[config.mk]
export PLATFORM = sky130hd
export DESIGN_NAME = tbp_ten_bit_timers
export DESIGN_NICKNAME = d
export VERILOG_FILES = /design/src/hw/tbp_pkg.sv /design/src/hw/tbp_ten_bit_timers.sv
export SDC_FILE = /design/constraint.sdc
export NUM_CORES = 1
export LEC_CHECK = 0
export ABC_AREA = 1
export BUFFER_PORTS_ARGS = -buffer_cell sky130_fd_sc_hd__buf_2
export CAP_MARGIN = 20
export CORE_UTILIZATION = 53
export CTS_BUF_LIST = sky130_fd_sc_hd__clkbuf_8 sky130_fd_sc_hd__clkbuf_16
export DETAILED_ROUTE_END_ITERATION = 12
export PLACE_DENSITY = 0.71
export SLEW_MARGIN = 20
export SYNTH_ARGS = -nofsm -noshare
export SYNTH_HDL_FRONTEND = slang
export SYNTH_SLANG_ARGS = --single-unit
[constraint.sdc]
create_clock -name mclk -period 9 [get_ports mclk]
set_clock_uncertainty 0.15 [all_clocks]
set_input_delay 1.8 -clock mclk [delete_from_list [all_inputs] [get_ports mclk]]
set_output_delay 1.8 -clock mclk [all_outputs]
set_load 0.01 [all_outputs]
[src/hw/tbp_pkg.sv]
package tbp_pkg;
    localparam int CNT_W = 10;
    localparam int DAT_W = 8;
    localparam int ADR_W = 5;
    localparam int NUM_TMR = 2;
    localparam int NUM_CH = 2;
    localparam int HI_W = 2;

    localparam logic [CNT_W-1:0] CNT_ZERO = 10'h000;
    localparam logic [CNT_W-1:0] CNT_ONE  = 10'h001;
    localparam logic [CNT_W-1:0] CNT_MAX  = 10'h3FF;
    localparam logic [7:0]       PSC_ONE  = 8'h01;
    localparam logic [8:0]       PSC_BASE = 9'h002;
    localparam logic [8:0]       PSC_SUB  = 9'h001;

    // Register offsets.
    localparam logic [ADR_W-1:0] ADR_A_HIGH = 5'h00;
    localparam logic [ADR_W-1:0] ADR_B_DUTY = 5'h01;
    localparam logic [ADR_W-1:0] ADR_B_CTL  = 5'h02;
    localparam logic [ADR_W-1:0] ADR_C_DUTY = 5'h03;
    localparam logic [ADR_W-1:0] ADR_C_CTL  = 5'h04;
    localparam logic [ADR_W-1:0] ADR_IRQ2   = 5'h11;
    localparam logic [ADR_W-1:0] ADR_IFLG3  = 5'h12;
    localparam logic [ADR_W-1:0] ADR_IEN3   = 5'h13;
    localparam logic [ADR_W-1:0] TMR_BASE [NUM_TMR] = '{5'h05, 5'h0B};
    localparam logic [ADR_W-1:0] OFS_HIGH = 5'h00;
    localparam logic [ADR_W-1:0] OFS_LOW  = 5'h01;
    localparam logic [ADR_W-1:0] OFS_CTL1 = 5'h02;
    localparam logic [ADR_W-1:0] OFS_CTL2 = 5'h03;
    localparam logic [ADR_W-1:0] OFS_PSCV = 5'h04;
    localparam logic [ADR_W-1:0] OFS_DUTY = 5'h05;

    // Field positions.
    localparam int BIT_OUT_EN   = 7;
    localparam int BIT_ACT_LOW  = 6;
    localparam int BIT_FAST     = 3;
    localparam int BIT_ONE_SHOT = 2;
    localparam int BIT_RLD_SEL  = 1;
    localparam int BIT_RUN      = 0;
    localparam int BIT_SRC      = 5;
    localparam int BIT_EDGE     = 4;
    localparam int BIT_PSC_N    = 3;
    localparam int RATIO_LSB    = 0;
    localparam int RATIO_W      = 3;
    localparam int RLD_LSB  [NUM_TMR] = '{6, 4};
    localparam int DUTY_LSB [NUM_TMR] = '{2, 0};
    localparam int PB_DUTY_LSB = 2;
    localparam int PC_DUTY_LSB = 0;
    localparam int BIT_FLAG_D  = 6;
    localparam int BIT_IEN_D   = 2;
    localparam int BIT_FLAG_E  = 5;
    localparam int BIT_IEN_E   = 5;
    localparam int TMR_D = 0;
    localparam int TMR_E = 1;
    localparam int CH_B  = 0;
    localparam int CH_C  = 1;

    typedef struct packed {
        logic             outEn;
        logic             actLow;
        logic [CNT_W-1:0] dutyBuf;
        logic [CNT_W-1:0] dutyAct;
    } tbp_chan_type;

    typedef struct packed {
        tbp_chan_type       pwm;
        logic               run;
        logic               fastOsc;
        logic               oneShot;
        logic               reloadSel;
        logic               srcSel;
        logic               edgeSel;
        logic               pscN;
        logic [RATIO_W-1:0] ratio;
        logic [CNT_W-1:0]   reload;
        logic [CNT_W-1:0]   count;
        logic [7:0]         psc;
    } tbp_timer_type;

    typedef struct packed {
        logic [1:0] bOut;
        logic [1:0] bOe;
        logic [1:0] cOut;
        logic [1:0] cOe;
        logic       dOut;
        logic       dOe;
        logic       eOut;
        logic       eOe;
    } tbp_pins_type;

    localparam tbp_chan_type  CHAN_RST  = '0;
    localparam tbp_timer_type TIMER_RST = '0;
    localparam tbp_pins_type  PINS_RST  = '0;
endpackage

[src/hw/tbp_ten_bit_timers.sv]
// Implementation choices: the plain strobed port and the address map.
`timescale 1ns/10ps
// Notes on behaviour
// - Channel B drives selected pin when enabled
// - Channel B duty ten bits, zero never active
// - Channel B duty applies on timer A overflow
// - Channel C drives option-selected pin, polarity bit
// - Channel C duty high bits in D register
// - Channel C duty applies on timer A overflow
// - Timer D reload buffered, stopped loads immediately
// - Timer D runs when enabled, source select
// - External edge select: falling or rising
// - Prescaler divides 1:2 to 1:256, readable
// - One-shot counts down once then stops
// - Non-stop restarts from reload or maximum
// - Timer D underflow sets sticky flag, request
// - Channel D drives fixed pin when enabled
// - Channel D duty applies on timer D underflow
// - Timer E reload buffered, stopped loads immediately
// - Timer E runs when enabled, source select
// - Timer E behaves like timer D
// - Timer E underflow sets sticky flag, request
// - Channel E drives fixed pin when enabled
// - Channel E duty applies on timer E underflow
// - Timer A count and overflow feed B, C
module tbp_ten_bit_timers
    import tbp_pkg::*;
(
    input  wire logic             mclk,
    input  wire logic             sys_rst,
    input  wire logic [ADR_W-1:0] regAddr,
    input  wire logic [DAT_W-1:0] regWrData,
    input  wire logic             regWrStrobe,
    input  wire logic             regRdStrobe,
    output logic      [DAT_W-1:0] regRdData_ff,
    input  wire logic             instrTick,
    input  wire logic             internalFastOscillator,
    input  wire logic             externalCountPin,
    input  wire logic             globalIrqEnable,
    input  wire logic             pwmBPinSel,
    input  wire logic             pwmCPinSel,
    input  wire logic [CNT_W-1:0] timerACount,
    input  wire logic             timerAOverflow,
    output tbp_pins_type          pwmPins_ff,
    output logic                  timerDIrq_ff,
    output logic                  timerEIrq_ff
);

    tbp_timer_type    tmr_ff [NUM_TMR];
    tbp_timer_type    nxt_tmr [NUM_TMR];
    tbp_chan_type     chan_ff [NUM_CH];
    tbp_chan_type     nxt_chan [NUM_CH];
    logic             extPinDly_ff;
    logic             nxt_extPinDly;
    logic             flagD_ff;
    logic             nxt_flagD;
    logic             enD_ff;
    logic             nxt_enD;
    logic             flagE_ff;
    logic             nxt_flagE;
    logic             enE_ff;
    logic             nxt_enE;
    logic             nxt_timerDIrq;
    logic             nxt_timerEIrq;
    tbp_pins_type     nxt_pwmPins;
    logic [DAT_W-1:0] nxt_regRdData;
    logic             extRise;
    logic             extFall;
    logic [1:0]       srcTick;
    logic [1:0]       stepTick;
    logic [1:0]       underflow;

    function automatic logic [ADR_W-1:0] tAdr(input int idx, input logic [ADR_W-1:0] ofs);
        return ADR_W'(TMR_BASE[idx] + ofs);
    endfunction

    function automatic logic [7:0] pscMask(input logic [RATIO_W-1:0] ratio);
        logic [8:0] span;
        span = (PSC_BASE << ratio) - PSC_SUB;
        return span[7:0];
    endfunction

    // Pin level of a channel; the zero count closes the active part of the frame.
    function automatic logic pwmLevel(input tbp_chan_type ch, input logic [CNT_W-1:0] cnt);
        logic active;
        active = (cnt != CNT_ZERO) && (cnt <= ch.dutyAct);
        return ch.outEn && (active ^ ch.actLow);
    endfunction

    function automatic logic [DAT_W-1:0] place2(input logic [HI_W-1:0] bits, input int lsb);
        logic [DAT_W-1:0] wide;
        wide = {6'h00, bits} << lsb;
        return wide;
    endfunction

    // Timers D and E and the duty buffers of all channels.
    always_comb begin
        nxt_extPinDly = externalCountPin;
        extRise = externalCountPin && !extPinDly_ff;
        extFall = !externalCountPin && extPinDly_ff;
        nxt_tmr = tmr_ff;
        nxt_chan = chan_ff;
        srcTick = '0;
        stepTick = '0;
        underflow = '0;
        for (int i = 0; i < NUM_TMR; i++) begin
            if (tmr_ff[i].fastOsc) begin
                srcTick[i] = internalFastOscillator;
            end else if (tmr_ff[i].srcSel) begin
                srcTick[i] = tmr_ff[i].edgeSel ? extFall : extRise;
            end else begin
                srcTick[i] = instrTick;
            end
            if (tmr_ff[i].run && srcTick[i]) begin
                if (tmr_ff[i].pscN) begin
                    stepTick[i] = 1'b1;
                end else begin
                    nxt_tmr[i].psc = tmr_ff[i].psc + PSC_ONE;
                    stepTick[i] = (tmr_ff[i].psc & pscMask(tmr_ff[i].ratio))
                                  == pscMask(tmr_ff[i].ratio);
                end
            end
            if (stepTick[i]) begin
                if (tmr_ff[i].count == CNT_ZERO) begin
                    underflow[i] = 1'b1;
                    nxt_tmr[i].pwm.dutyAct = tmr_ff[i].pwm.dutyBuf;
                    if (tmr_ff[i].oneShot) begin
                        nxt_tmr[i].run = 1'b0;
                        nxt_tmr[i].count = tmr_ff[i].reload;
                    end else if (tmr_ff[i].reloadSel) begin
                        nxt_tmr[i].count = tmr_ff[i].reload;
                    end else begin
                        nxt_tmr[i].count = CNT_MAX;
                    end
                end else begin
                    nxt_tmr[i].count = tmr_ff[i].count - CNT_ONE;
                end
            end
            if (regWrStrobe) begin
                if (regAddr == tAdr(i, OFS_HIGH)) begin
                    nxt_tmr[i].reload[9:8] = regWrData[RLD_LSB[i] +: HI_W];
                    nxt_tmr[i].pwm.dutyBuf[9:8] = regWrData[DUTY_LSB[i] +: HI_W];
                end
                if (regAddr == tAdr(i, OFS_LOW)) begin
                    nxt_tmr[i].reload[7:0] = regWrData;
                    if (!tmr_ff[i].run) begin
                        nxt_tmr[i].count = {tmr_ff[i].reload[9:8], regWrData};
                    end
                end
                if (regAddr == tAdr(i, OFS_CTL1)) begin
                    nxt_tmr[i].pwm.outEn = regWrData[BIT_OUT_EN];
                    nxt_tmr[i].pwm.actLow = regWrData[BIT_ACT_LOW];
                    nxt_tmr[i].fastOsc = regWrData[BIT_FAST];
                    nxt_tmr[i].oneShot = regWrData[BIT_ONE_SHOT];
                    nxt_tmr[i].reloadSel = regWrData[BIT_RLD_SEL];
                    nxt_tmr[i].run = regWrData[BIT_RUN];
                end
                if (regAddr == tAdr(i, OFS_CTL2)) begin
                    nxt_tmr[i].srcSel = regWrData[BIT_SRC];
                    nxt_tmr[i].edgeSel = regWrData[BIT_EDGE];
                    nxt_tmr[i].pscN = regWrData[BIT_PSC_N];
                    nxt_tmr[i].ratio = regWrData[RATIO_LSB +: RATIO_W];
                    // A fresh ratio starts from an empty prescaler.
                    nxt_tmr[i].psc = '0;
                end
                if (regAddr == tAdr(i, OFS_DUTY)) begin
                    nxt_tmr[i].pwm.dutyBuf[7:0] = regWrData;
                end
            end
        end
        for (int k = 0; k < NUM_CH; k++) begin
            if (timerAOverflow) begin
                nxt_chan[k].dutyAct = chan_ff[k].dutyBuf;
            end
        end
        if (regWrStrobe) begin
            if (regAddr == ADR_A_HIGH) begin
                nxt_chan[CH_B].dutyBuf[9:8] = regWrData[PB_DUTY_LSB +: HI_W];
            end
            if (regAddr == tAdr(TMR_D, OFS_HIGH)) begin
                nxt_chan[CH_C].dutyBuf[9:8] = regWrData[PC_DUTY_LSB +: HI_W];
            end
            if (regAddr == ADR_B_DUTY) begin
                nxt_chan[CH_B].dutyBuf[7:0] = regWrData;
            end
            if (regAddr == ADR_C_DUTY) begin
                nxt_chan[CH_C].dutyBuf[7:0] = regWrData;
            end
            if (regAddr == ADR_B_CTL) begin
                nxt_chan[CH_B].outEn = regWrData[BIT_OUT_EN];
                nxt_chan[CH_B].actLow = regWrData[BIT_ACT_LOW];
            end
            if (regAddr == ADR_C_CTL) begin
                nxt_chan[CH_C].outEn = regWrData[BIT_OUT_EN];
                nxt_chan[CH_C].actLow = regWrData[BIT_ACT_LOW];
            end
        end
    end

    // Sticky underflow flags: a new underflow beats a clearing write.
    always_comb begin
        nxt_flagD = underflow[TMR_D] || (flagD_ff && !(regWrStrobe && regAddr == ADR_IRQ2
                    && !regWrData[BIT_FLAG_D]));
        nxt_flagE = underflow[TMR_E] || (flagE_ff && !(regWrStrobe && regAddr == ADR_IFLG3
                    && !regWrData[BIT_FLAG_E]));
        nxt_enD = (regWrStrobe && regAddr == ADR_IRQ2) ? regWrData[BIT_IEN_D] : enD_ff;
        nxt_enE = (regWrStrobe && regAddr == ADR_IEN3) ? regWrData[BIT_IEN_E] : enE_ff;
        nxt_timerDIrq = flagD_ff && enD_ff && globalIrqEnable;
        nxt_timerEIrq = flagE_ff && enE_ff && globalIrqEnable;
    end

    // Output pins.
    always_comb begin
        nxt_pwmPins = PINS_RST;
        nxt_pwmPins.bOut[pwmBPinSel] = pwmLevel(chan_ff[CH_B], timerACount);
        nxt_pwmPins.bOe[pwmBPinSel] = chan_ff[CH_B].outEn;
        nxt_pwmPins.cOut[pwmCPinSel] = pwmLevel(chan_ff[CH_C], timerACount);
        nxt_pwmPins.cOe[pwmCPinSel] = chan_ff[CH_C].outEn;
        nxt_pwmPins.dOut = pwmLevel(tmr_ff[TMR_D].pwm, tmr_ff[TMR_D].count);
        nxt_pwmPins.dOe = tmr_ff[TMR_D].pwm.outEn;
        nxt_pwmPins.eOut = pwmLevel(tmr_ff[TMR_E].pwm, tmr_ff[TMR_E].count);
        nxt_pwmPins.eOe = tmr_ff[TMR_E].pwm.outEn;
    end

    // Read data stands for the one cycle after the strobe; unmapped reads give zero.
    always_comb begin
        nxt_regRdData = '0;
        if (regRdStrobe) begin
            for (int i = 0; i < NUM_TMR; i++) begin
                if (regAddr == tAdr(i, OFS_HIGH)) begin
                    nxt_regRdData = place2(tmr_ff[i].count[9:8], RLD_LSB[i])
                                  | place2(tmr_ff[i].pwm.dutyBuf[9:8], DUTY_LSB[i]);
                    if (i == TMR_D) begin
                        nxt_regRdData[PC_DUTY_LSB +: HI_W] = chan_ff[CH_C].dutyBuf[9:8];
                    end
                end
                if (regAddr == tAdr(i, OFS_LOW)) begin
                    nxt_regRdData = tmr_ff[i].count[7:0];
                end
                if (regAddr == tAdr(i, OFS_CTL1)) begin
                    nxt_regRdData[BIT_OUT_EN] = tmr_ff[i].pwm.outEn;
                    nxt_regRdData[BIT_ACT_LOW] = tmr_ff[i].pwm.actLow;
                    nxt_regRdData[BIT_FAST] = tmr_ff[i].fastOsc;
                    nxt_regRdData[BIT_ONE_SHOT] = tmr_ff[i].oneShot;
                    nxt_regRdData[BIT_RLD_SEL] = tmr_ff[i].reloadSel;
                    nxt_regRdData[BIT_RUN] = tmr_ff[i].run;
                end
                if (regAddr == tAdr(i, OFS_CTL2)) begin
                    nxt_regRdData[BIT_SRC] = tmr_ff[i].srcSel;
                    nxt_regRdData[BIT_EDGE] = tmr_ff[i].edgeSel;
                    nxt_regRdData[BIT_PSC_N] = tmr_ff[i].pscN;
                    nxt_regRdData[RATIO_LSB +: RATIO_W] = tmr_ff[i].ratio;
                end
                if (regAddr == tAdr(i, OFS_PSCV)) begin
                    nxt_regRdData = tmr_ff[i].psc;
                end
                if (regAddr == tAdr(i, OFS_DUTY)) begin
                    nxt_regRdData = tmr_ff[i].pwm.dutyBuf[7:0];
                end
            end
            if (regAddr == ADR_A_HIGH) begin
                nxt_regRdData = place2(chan_ff[CH_B].dutyBuf[9:8], PB_DUTY_LSB);
            end
            if (regAddr == ADR_B_DUTY) begin
                nxt_regRdData = chan_ff[CH_B].dutyBuf[7:0];
            end
            if (regAddr == ADR_C_DUTY) begin
                nxt_regRdData = chan_ff[CH_C].dutyBuf[7:0];
            end
            if (regAddr == ADR_B_CTL) begin
                nxt_regRdData[BIT_OUT_EN] = chan_ff[CH_B].outEn;
                nxt_regRdData[BIT_ACT_LOW] = chan_ff[CH_B].actLow;
            end
            if (regAddr == ADR_C_CTL) begin
                nxt_regRdData[BIT_OUT_EN] = chan_ff[CH_C].outEn;
                nxt_regRdData[BIT_ACT_LOW] = chan_ff[CH_C].actLow;
            end
            if (regAddr == ADR_IRQ2) begin
                nxt_regRdData[BIT_FLAG_D] = flagD_ff;
                nxt_regRdData[BIT_IEN_D] = enD_ff;
            end
            if (regAddr == ADR_IFLG3) begin
                nxt_regRdData[BIT_FLAG_E] = flagE_ff;
            end
            if (regAddr == ADR_IEN3) begin
                nxt_regRdData[BIT_IEN_E] = enE_ff;
            end
        end
    end

    always_ff @(posedge mclk or posedge sys_rst) begin
        if (sys_rst) begin
            tmr_ff <= '{TIMER_RST, TIMER_RST};
            chan_ff <= '{CHAN_RST, CHAN_RST};
            extPinDly_ff <= 1'b0;
            flagD_ff <= 1'b0;
            enD_ff <= 1'b0;
            flagE_ff <= 1'b0;
            enE_ff <= 1'b0;
            timerDIrq_ff <= 1'b0;
            timerEIrq_ff <= 1'b0;
            pwmPins_ff <= PINS_RST;
            regRdData_ff <= '0;
        end else begin
            tmr_ff <= nxt_tmr;
            chan_ff <= nxt_chan;
            extPinDly_ff <= nxt_extPinDly;
            flagD_ff <= nxt_flagD;
            enD_ff <= nxt_enD;
            flagE_ff <= nxt_flagE;
            enE_ff <= nxt_enE;
            timerDIrq_ff <= nxt_timerDIrq;
            timerEIrq_ff <= nxt_timerEIrq;
            pwmPins_ff <= nxt_pwmPins;
            regRdData_ff <= nxt_regRdData;
        end
    end
endmodule // tbp_ten_bit_timers

==> flow_metrics.tcl, run 1 <==
set metrics [dict create \
    grt_pass1_wl_microns 43310 \
    syn_nets 1356 \
    ctsHtreeMaxLevel 4 \
    design.die.area_sq_um 19780 \
    worstSetupEndpointType "flip-flop" \
    nFillCells 1715 \
    synth_top_area_share 0.4691 \
    grt_start_max_net_pins 125 \
    r2r-start "tmr_ff[8]" \
    setup_tns_ns 0 \
    row_count 50 \
    hold_viol 0 \
    synth.largest_area_cell "dfrtp_1" \
    cts_made_buffers 17 \
    core_area_sq_um 18770 \
    syn_area_per_cell_sq_um 7.973 \
    die_w_microns 140.7 \
    period_minus_slack_ns 3.640 \
    worstSetupPathType "primary input to flip-flop" \
    hold_start "nxt_pwmPins[2]" \
    clockBufferDepth 2 \
    hold_buffers 0 \
    status "finished, final reports clean" \
    slew_viol_final 0 \
    worst_ep_arrival_time_ns 3.82 \
    grt_overflow 0 \
    yosysWarnings 0 \
    post-route-period-util 0.4044 \
    p_leak_uw 0.005646 \
    tritoncts "yes" \
    ys_types 50 \
    cp.required_ns 9.18 \
    tightest_slew_ns 0.8576 \
    maxSlewHeadroom 0.4283 \
    fmax_ghz 0.2748 \
    crit_path_start "externalCountPin" \
    dp_hpwl_microns 19870 \
    synth_area_leaders "dfrtp_1 (47%), nand2_1 (11%), o21ai_0 (8.6%)" \
    dr.first_iter.drc_count 761 \
    synth-seq-area-share 0.4691 \
    nets 1399 \
    setup_viol 0 \
    pin_count 56 \
    fin_total_pwr_uw 2623 \
    drtAntennaViolNets 0 \
    cap_violations 0 \
    netlist_area_sq_um 10190 \
    die_h_microns 140.7 \
    grt_pass1_vias 8196 \
    cts.repair.resized 0 \
    crit_fanout 20 \
    cts_root_buf "clkbuf_16" \
    ir_drop_uv 138.3 \
    power_density_nw_per_um2 233.2 \
    post_cts_buffers 0 \
    drt-wirelength-per-cell_microns 17.28 \
    vias 8749 \
    post_drt_via_cell_ratio 5.576 \
    r2r_slack_ns 6.34 \
    port_buffers 55 \
    drc 0 \
    clock_latency_ns 0.44 \
    cts.clk_slew.worst_paths_ns 0.07 \
    grt_usage 0.2885 \
    synth-seq-cells 191 \
    start_util 0.5429 \
    hold_path_class "flip-flop to flip-flop" \
    cp-start-kind "primary input" \
    drt_pass1_iterations 5 \
    clock-sinks 191 \
    antenna_found_initial 1 \
    syn_to_final_growth_pct 10.40 \
    drive_gt1_frac 0.1095 \
    synth_cells 1278 \
    rsz0062_at_grt "false" \
    gp_congestion 0.9189 \
    wl_microns 27120 \
]
power by group:
group | internal, uW | switching, uW
Sequential | 1030 | 179
Combinational | 221 | 386
Clock | 459 | 348
cell usage in the layout, fill, tap and decap left out, drive strengths merged, types with 2 or more instances in the layout:
master and count:
o21bai 2, nand4 11, a21oi 69, nand3b 2, or2 5, clkbuf 19
o211ai 5, a22oi 4, ha 44, nand3 46, o2111ai 2, a31oi 6
nor3 15, bufinv 3, inv 198, a211oi 4, o221ai 4, diode 2
o21ai 198, nand2 301, clkinv 2, o311ai 5, nor4 3, buf 56
nor3b 2, nor2 112, o22ai 6, mux2 4, o31ai 2, dfrtp 191
xor2 5
flip-flops by register name (all words and copies together), names as in the netlist:
register,count
regRdData_ff,8
enE_ff,1
nxt_pwmPins,2
pwmPins_ff,12
tmr_ff,118
flagD_ff,1
chan_ff,44
extPinDly_ff,1
enD_ff,1
timerEIrq_ff,1
timerDIrq_ff,1
flagE_ff,1
cells by family after synthesis:
| logic type | after synthesis | share of synthesized area |
|---|---|---|
| AOI/OAI and AO/OA | 312 | 0.1645 |
| xor gates and xnor gates | 6 | 0.005157 |
| adders and majority gates | 44 | 0.05403 |
| buffers and inverters | 223 | 0.08608 |
| DFF | 191 | 0.4691 |
| muxes | 4 | 0.004788 |
| and+or+nand+nor | 498 | 0.2164 |
synth_stat cells (all sizes together):
library cell / count
nand2: 301
o21ai: 198
dfrtp: 191
inv: 191
nor2: 112
a21oi: 69
nand3: 46
ha: 44
clkbuf: 23
nor3: 15
nand4: 11
buf: 9
a31oi: 6
o22ai: 6
o211ai: 5
o311ai: 5
or2: 5
xor2: 5
a211oi: 4
a22oi: 4
mux2: 4
o221ai: 4
nor4: 3
nand3b: 2
nor3b: 2
o2111ai: 2
o21bai: 2
o31ai: 2
a21o: 1
a31o: 1
and3: 1
o21a: 1
o2bb2ai: 1
o41ai: 1
xnor2: 1
area by class of cell:
cell class                 instances  area [sq um]  area share
timing repair buffer              56         282.8     0.02514
antenna                            2         5.005   0.0004449
inverter                         191         732.0     0.06507
clock inverter                    12         171.4     0.01524
clock buffer                      19         452.9     0.04026
multi-input combinational        864          4533      0.4030
sequential                       191          4780      0.4249
tap                              234         292.8     0.02603
path summary, 6_finish.rpt:
check                           endpoint  depth (start not counted)
max                           tmr_ff[38]                         12
min                        pwmPins_ff[2]                          0
max reg2reg                   tmr_ff[10]                         12
min reg2reg                pwmPins_ff[2]                          0
max in group asynchronous  pwmPins_ff[9]                          3
min in group asynchronous  pwmPins_ff[2]                          2
through the flow:
step / worst slack, ns / std cells / area [sq um] / util / hold WS, ns
detailed placement: 4.935 / 1536 / 10620 / 0.5659 / 0.2534
floorplan: 1.851 / 1278 / 10190 / - / 0.2241
global route: 5.162 / 1567 / 11240 / 0.5991 / 0.2856
finish: 5.360 / 1569 / 11250 / 0.5994 / 0.2713
global placement: 4.993 / 1536 / 10620 / 0.5659 / 0.2474
CTS: 5.411 / 1567 / 11240 / 0.5991 / 0.2687
layer usage:
metal | share of wire | track usage | up-vias | wire [microns]
met5 | 0 | 0 | - | 0
met4 | 0.024 | 0.09725 | 0 | 639
met3 | 0.068 | 0.05740 | 42 | 1837
met2 | 0.46 | 0.4572 | 342 | 12370
met1 | 0.45 | 0.3978 | 4106 | 12270
li1 | - | - | 4259 | -
worst max-delay path, stage by stage:
cell and delay, ns:
buf_2 0.12, inv_1 0.07, nand3_1 0.07, nand3_1 0.08
o21ai_0 0.09, nand2_1 0.07, nand3_1 0.07, inv_1 0.07
nand2_1 0.28, inv_2 0.25, nand2_1 0.40, mux2_4 0.43
No activity file was read; power rests on OpenSTA's default activity.
==> run 2, diff against run 1 <==
--- a/config.mk
+++ b/config.mk
@@ -11,7 +11,7 @@
 export CORE_UTILIZATION = 53
 export CTS_BUF_LIST = sky130_fd_sc_hd__clkbuf_8 sky130_fd_sc_hd__clkbuf_16
 export DETAILED_ROUTE_END_ITERATION = 12
-export PLACE_DENSITY = 0.71
+export PLACE_DENSITY = 0.73
 export SLEW_MARGIN = 20
 export SYNTH_ARGS = -nofsm -noshare
 export SYNTH_HDL_FRONTEND = slang
==> constraint.sdc (replaced) <==
create_clock -name mclk -period 3.1 [get_ports mclk]
set_clock_uncertainty 0.15 [all_clocks]
set_input_delay 0.62 -clock mclk [delete_from_list [all_inputs] [get_ports mclk]]
set_output_delay 0.62 -clock mclk [all_outputs]
set_load 0.01 [all_outputs]
==> run 2 against run 1 <==
Sequential share of layout area is 0.51 points lower. Cell count increased by 0.70%. Core utilization up 0.73 points.
==> flow_metrics.tcl, run 2 (synthesized netlist as in run 1, its figures left out) <==
set metrics [dict create \
    core_area_sq_um 18770 \
    cts.repair.resized 0 \
    hold_buffers 0 \
    fmax_ghz 0.3959 \
    pre_cts_ws_ns 0.5209 \
    gp_congestion 0.9596 \
    syn_to_final_growth_pct 11.74 \
    dr.first_iter.drc_count 721 \
    post-route-util 0.6067 \
    drt-wirelength-per-cell_microns 17.61 \
    mostFrequentLayoutCells "nand2_1 (292), dfrtp_1 (191), o21ai_0 (176)" \
    critPathTopFamily "simple AND/OR/NAND/NOR gates" \
    worstSetupPathType "flip-flop to flip-flop" \
    clock-sinks 191 \
    slew_viol_final 0 \
    drtAntennaViolNets 0 \
    clock_latency_ns 0.44 \
    power_density_nw_per_um2 674.0 \
    grt_overflow 0 \
    largest_reg_flops 118 \
    period_minus_slack_ns 2.526 \
    multiInputGateArea_sq_um 4533 \
    grt_pass1_wl_microns 44620 \
    crit_fanout 20 \
    worst_ep_arrival_time_ns 2.71 \
    top_register "tmr_ff" \
    status "finished, final reports clean" \
    tightest_slew_ns 0.7582 \
    dp_hpwl_microns 20440 \
    worst-path-buf-inv 2 \
    cpMaxStageDelayCell "nand2_1" \
    post_cts_buffers 0 \
    nets 1409 \
    worstSetupEndpointType "flip-flop" \
    post_drt_via_cell_ratio 5.581 \
    cp_cell_sequence "inv_1 -> ha_1 -> nand2_1 -> nor2_1 -> nand2_1 -> nor2_1 -> inv_2 -> nor2_4 -> nand2_1 -> mux2_4" \
    die_w_microns 140.7 \
    maxSlewHeadroom 0.4934 \
    antenna_found_initial 1 \
    die_h_microns 140.7 \
    hold_viol 0 \
    worst-path-stages 10 \
    seq_area_sq_um 4780 \
    fin_total_pwr_uw 7674 \
    cpMostUsedCell "nand2_1" \
    post-route-period-util 0.8147 \
    setup_viol 0 \
    cp-start-kind "flip-flop" \
    layout_setup_ws_ns 0.5744 \
    placed_area_sq_um 10740 \
    wl_microns 27830 \
    grt_pass1_vias 8402 \
    r2r-start "tmr_ff[8]" \
    final_common_cell "nand2_1" \
    row_count 50 \
    drt_pass1_iterations 7 \
    grt_start_max_net_pins 45 \
    cap_violations 0 \
    cts_made_buffers 17 \
    final_cell_area_sq_um 11390 \
    cpPeakStageDelay_ns 0.43 \
    cts_root_buf "clkbuf_16" \
    port_buffers 55 \
    cts.clk_slew.worst_paths_ns 0.08 \
    ff2ff_path_depth 10 \
    cp.required_ns 3.28 \
    start_util 0.5429 \
    rsz0062_at_grt "false" \
    drc 0 \
    vias 8818 \
    pin_count 56 \
    hold_path_class "primary input to asynchronous set/reset pin" \
    ir_drop_uv 468.9 \
    drive_gt1_frac 0.1168 \
    clockBufferDepth 2 \
    top_regs "tmr_ff: 118 flops, chan_ff: 44 flops, pwmPins_ff: 12 flops" \
    design.die.area_sq_um 19780 \
    tritoncts "yes" \
    crit_path_start "tmr_ff[8]" \
    grt_usage 0.2973 \
    nFillCells 1649 \
    p_leak_uw 0.005712 \
    ctsHtreeMaxLevel 4 \
]
[run 2: path summary, 6_finish.rpt]
kind	slack [ns]	end
worst max-delay path	0.57	tmr_ff[38]
worst min-delay path	0.16	chan_ff[32]
worst max register to register	0.57	tmr_ff[38]
worst min register to register	0.26	pwmPins_ff[2]
max in group asynchronous	1.97	tmr_ff[9]
min in group mclk	0.18	extPinDly_ff
[run 2: stage by stage]
| stage | TNS (ns) | cells | hold slack [ns] |
|---|---|---|---|
| after floorplan | -25.30 | 1278 | 0.2241 |
| after global placement | 0 | 1546 | 0.2395 |
| after detailed placement | 0 | 1546 | 0.2459 |
| after CTS | 0 | 1578 | 0.1700 |
| after global routing | 0 | 1578 | 0.1823 |
| final | 0 | 1580 | 0.1553 |
[run 2: per-layer routing]
layer | GRT usage | wire length [microns] | vias to the layer above
met4 | 0.1327 | 1021 | 0
li1 | - | - | 4289
met2 | 0.4540 | 12370 | 317
met5 | 0 | 0 | -
met3 | 0.05910 | 2035 | 63
met1 | 0.4116 | 12400 | 4149
[run 2: cell type report]
cell class,count,share of cell area
inverters,191,0.06396
multi-input cells,864,0.3981
diodes,2,0.0004396
clock buffers,17,0.03736
repair buffers,66,0.03582
well taps,234,0.02571
flip-flops and latches,191,0.4198
clock inverters,15,0.01879
[run 2: power breakdown]
group,switching [uW],total (uW),internal [uW],leakage (uW)
combinational,1130,1790,657,0.00300
sequential,536,3530,2990,0.00240
clock,1110,2360,1250,0.000312
[run 2: worst reg2reg max path, cell delays in order (launching register included)]
cell and delay (ns):
dfrtp_1 0.42, inv_1 0.10, ha_1 0.19, nand2_1 0.08, nor2_1 0.12, nand2_1 0.08
nor2_1 0.11, inv_2 0.08, nor2_4 0.22, nand2_1 0.44, mux2_4 0.44
==> run 3, diff against run 2 <==
==> constraint.sdc (replaced) <==
create_clock -name mclk -period 2.3 [get_ports mclk]
set_clock_uncertainty 0.15 [all_clocks]
set_input_delay 0.46 -clock mclk [delete_from_list [all_inputs] [get_ports mclk]]
set_output_delay 0.46 -clock mclk [all_outputs]
set_load 0.01 [all_outputs]
==> run 3 against run 2 <==
Clock power increased by 28%. Non-clock buffer count is 36 higher. Via count is 2.1% higher. Worst hold slack lost 0.13 ns. Sequential power up 33%. Power rose by 35%. Global-route usage grew 0.83 points. Register-to-register slack worse by 0.46 ns. Wire length up 2.8%. Highest routed layer unchanged. Sequential share of layout area shrank 0.90 points. Core utilization up 1.3 points. First-iteration DRC count rose by 30%. Largest cell class unchanged.
==> flow_metrics.tcl, run 3 (synthesized netlist as in run 1, its figures left out) <==
set metrics [dict create \
    status "finished, final reports clean" \
    tightest_slew_ns 0.6333 \
    clock_latency_ns 0.45 \
    vias 9001 \
    gp_congestion 0.9965 \
    port_buffers 55 \
    worstSetupPathType "flip-flop to flip-flop" \
    maxSlewHeadroom 0.5773 \
    worstSetupEndpointType "flip-flop" \
    cts_root_buf "clkbuf_16" \
    top_regs "tmr_ff: 118 flops, chan_ff: 44 flops, pwmPins_ff: 12 flops" \
    hold_path_class "primary input to flip-flop" \
    final_common_cell "nand2_1" \
    post-route-util 0.6199 \
    drive_gt1_frac 0.1420 \
    post_drt_via_cell_ratio 5.573 \
    grt_usage 0.3055 \
    drt_pass1_iterations 8 \
    cp.required_ns 2.49 \
    hold_start "externalCountPin" \
    p_leak_uw 0.005869 \
    die_w_microns 140.7 \
    cts_made_buffers 17 \
    die_h_microns 140.7 \
    clock-sinks 191 \
    hold_viol 0 \
    crit_fanout 4 \
    grt_pass1_wl_microns 45570 \
    timing.rr.end "pwmPins_ff[3]" \
    top_register "tmr_ff" \
    dr.first_iter.drc_count 936 \
    power_density_nw_per_um2 891.7 \
    cap_violations 0 \
    final_cell_area_sq_um 11630 \
    grt_pass1_vias 8447 \
    drtAntennaViolNets 0 \
    pre_cts_ws_ns -0.08732 \
    cp_cell_sequence "ha_1 -> nand4_1 -> nor4_1 -> o21ai_0 -> o211ai_1 -> nand2_1 -> and3_1 -> nor3_1" \
    mostFrequentLayoutCells "nand2_1 (292), dfrtp_1 (191), o21ai_0 (173)" \
    period_minus_slack_ns 2.181 \
    post-route-period-util 0.9482 \
    setup_tns_ns 0 \
    cts.clk_slew.worst_paths_ns 0.08 \
    nets 1445 \
    wl_microns 28620 \
    drc 0 \
    pin_count 56 \
    ff2ff_path_depth 8 \
    row_count 50 \
    min_to "extPinDly_ff" \
    syn_to_final_growth_pct 14.18 \
    r2r_slack_ns 0.12 \
    grt_overflow 0 \
    placed_area_sq_um 11020 \
    ctsHtreeMaxLevel 4 \
    clockBufferDepth 2 \
    layout_setup_ws_ns 0.1192 \
    setup_viol 0 \
    grt_start_max_net_pins 76 \
    cpPeakStageDelay_ns 0.46 \
    dp_hpwl_microns 21310 \
    ir_drop_uv 588.8 \
    cpMaxStageDelayCell "dfrtp_1" \
    tritoncts "yes" \
    design.die.area_sq_um 19780 \
    slew_viol_final 0 \
    rsz0062_at_grt "true" \
    post_cts_buffers 0 \
    core_area_sq_um 18770 \
    cp-start-kind "flip-flop" \
    start_util 0.5429 \
    min_path_cells 1 \
    worst_ep_arrival_time_ns 2.37 \
    r2r-start "tmr_ff[75]" \
    largest_reg_flops 118 \
    antenna_found_initial 1 \
    fmax_ghz 0.4586 \
    drt-wirelength-per-cell_microns 17.72 \
]
==> run 3: cell count changes in the layout (fill, tap and decap cells not counted), sizes merged <==
cell / before / now
diode: 2 / 1
clkinv: 4 / 6
buf: 66 / 101
bufinv: 2 / 1
inv: 199 / 197
dlygate4sd3: 0 / 1
clkinvlp: 1 / 2
==> run 3: layout make-up <==
class / count / area, sq um
sequential: 191 / 4780
fill: 1682 / 7133
clock buffer: 17 / 425.4
tap: 234 / 292.8
multi-input combinational: 864 / 4546
timing repair buffer: 102 / 693.2
clock inverter: 15 / 167.7
antenna: 1 / 2.502
inverter: 191 / 728.2
==> run 3: critical path, delay by kind of cell (launching register included) <==
| kind | cells | cell delay, ns |
|---|---|---|
| adder cells (fa/ha/maj) | 1 | 0.33 |
| AO/OA/AOI/OAI | 2 | 0.26 |
| AND/OR/NAND/NOR | 5 | 0.87 |
| flip-flops | 1 | 0.46 |
==> run 3: stage by stage <==
| step | power (uW) | std cells | hold WS [ns] |
|---|---|---|---|
| after floorplan | 6267 | 1278 | 0.2241 |
| after global placement | 7241 | 1581 | 0.2369 |
| after detailed placement | 7331 | 1581 | 0.2454 |
| after CTS | 10320 | 1614 | 0.02043 |
| after global routing | 10980 | 1614 | 0.02229 |
| final | 10380 | 1615 | 0.02920 |
==> run 3: worst max path at each step <==
stage                     depth (start not counted)              end        from  slack [ns]
after floorplan                                   1       chan_ff[0]     sys_rst       -0.77
final                                             8    pwmPins_ff[3]  tmr_ff[75]        0.12
after global routing                             13       tmr_ff[12]   tmr_ff[8]       -0.02
after CTS                                        13       tmr_ff[12]   tmr_ff[8]        0.10
after detailed placement                         13  regRdData_ff[0]  regAddr[1]       -0.09
after global placement                           13  regRdData_ff[0]  regAddr[1]       -0.05
==> run 3: where the power goes <==
group / total (uW) / internal, uW / switching [uW]
Sequential: 4700 / 4030 / 664
Combinational: 2670 / 1030 / 1650
Clock: 3010 / 1550 / 1460
Total: 10400 / 6610 / 3770
==> run 3: what timing repair did <==
action,in CTS,in global routing
gates resized for setup,0,8
endpoints found under the setup margin,0,11
hold endpoints to repair,8,0
hold buffers,1,0
==> run 3: per-layer routing <==
layer | vias up | track usage | part of all wire
li1 | 4358 | - | -
met2 | 321 | 0.4918 | 0.47
met1 | 4274 | 0.4252 | 0.44
met3 | 48 | 0.05231 | 0.071
met4 | 0 | 0.09039 | 0.018
met5 | - | 0 | 0
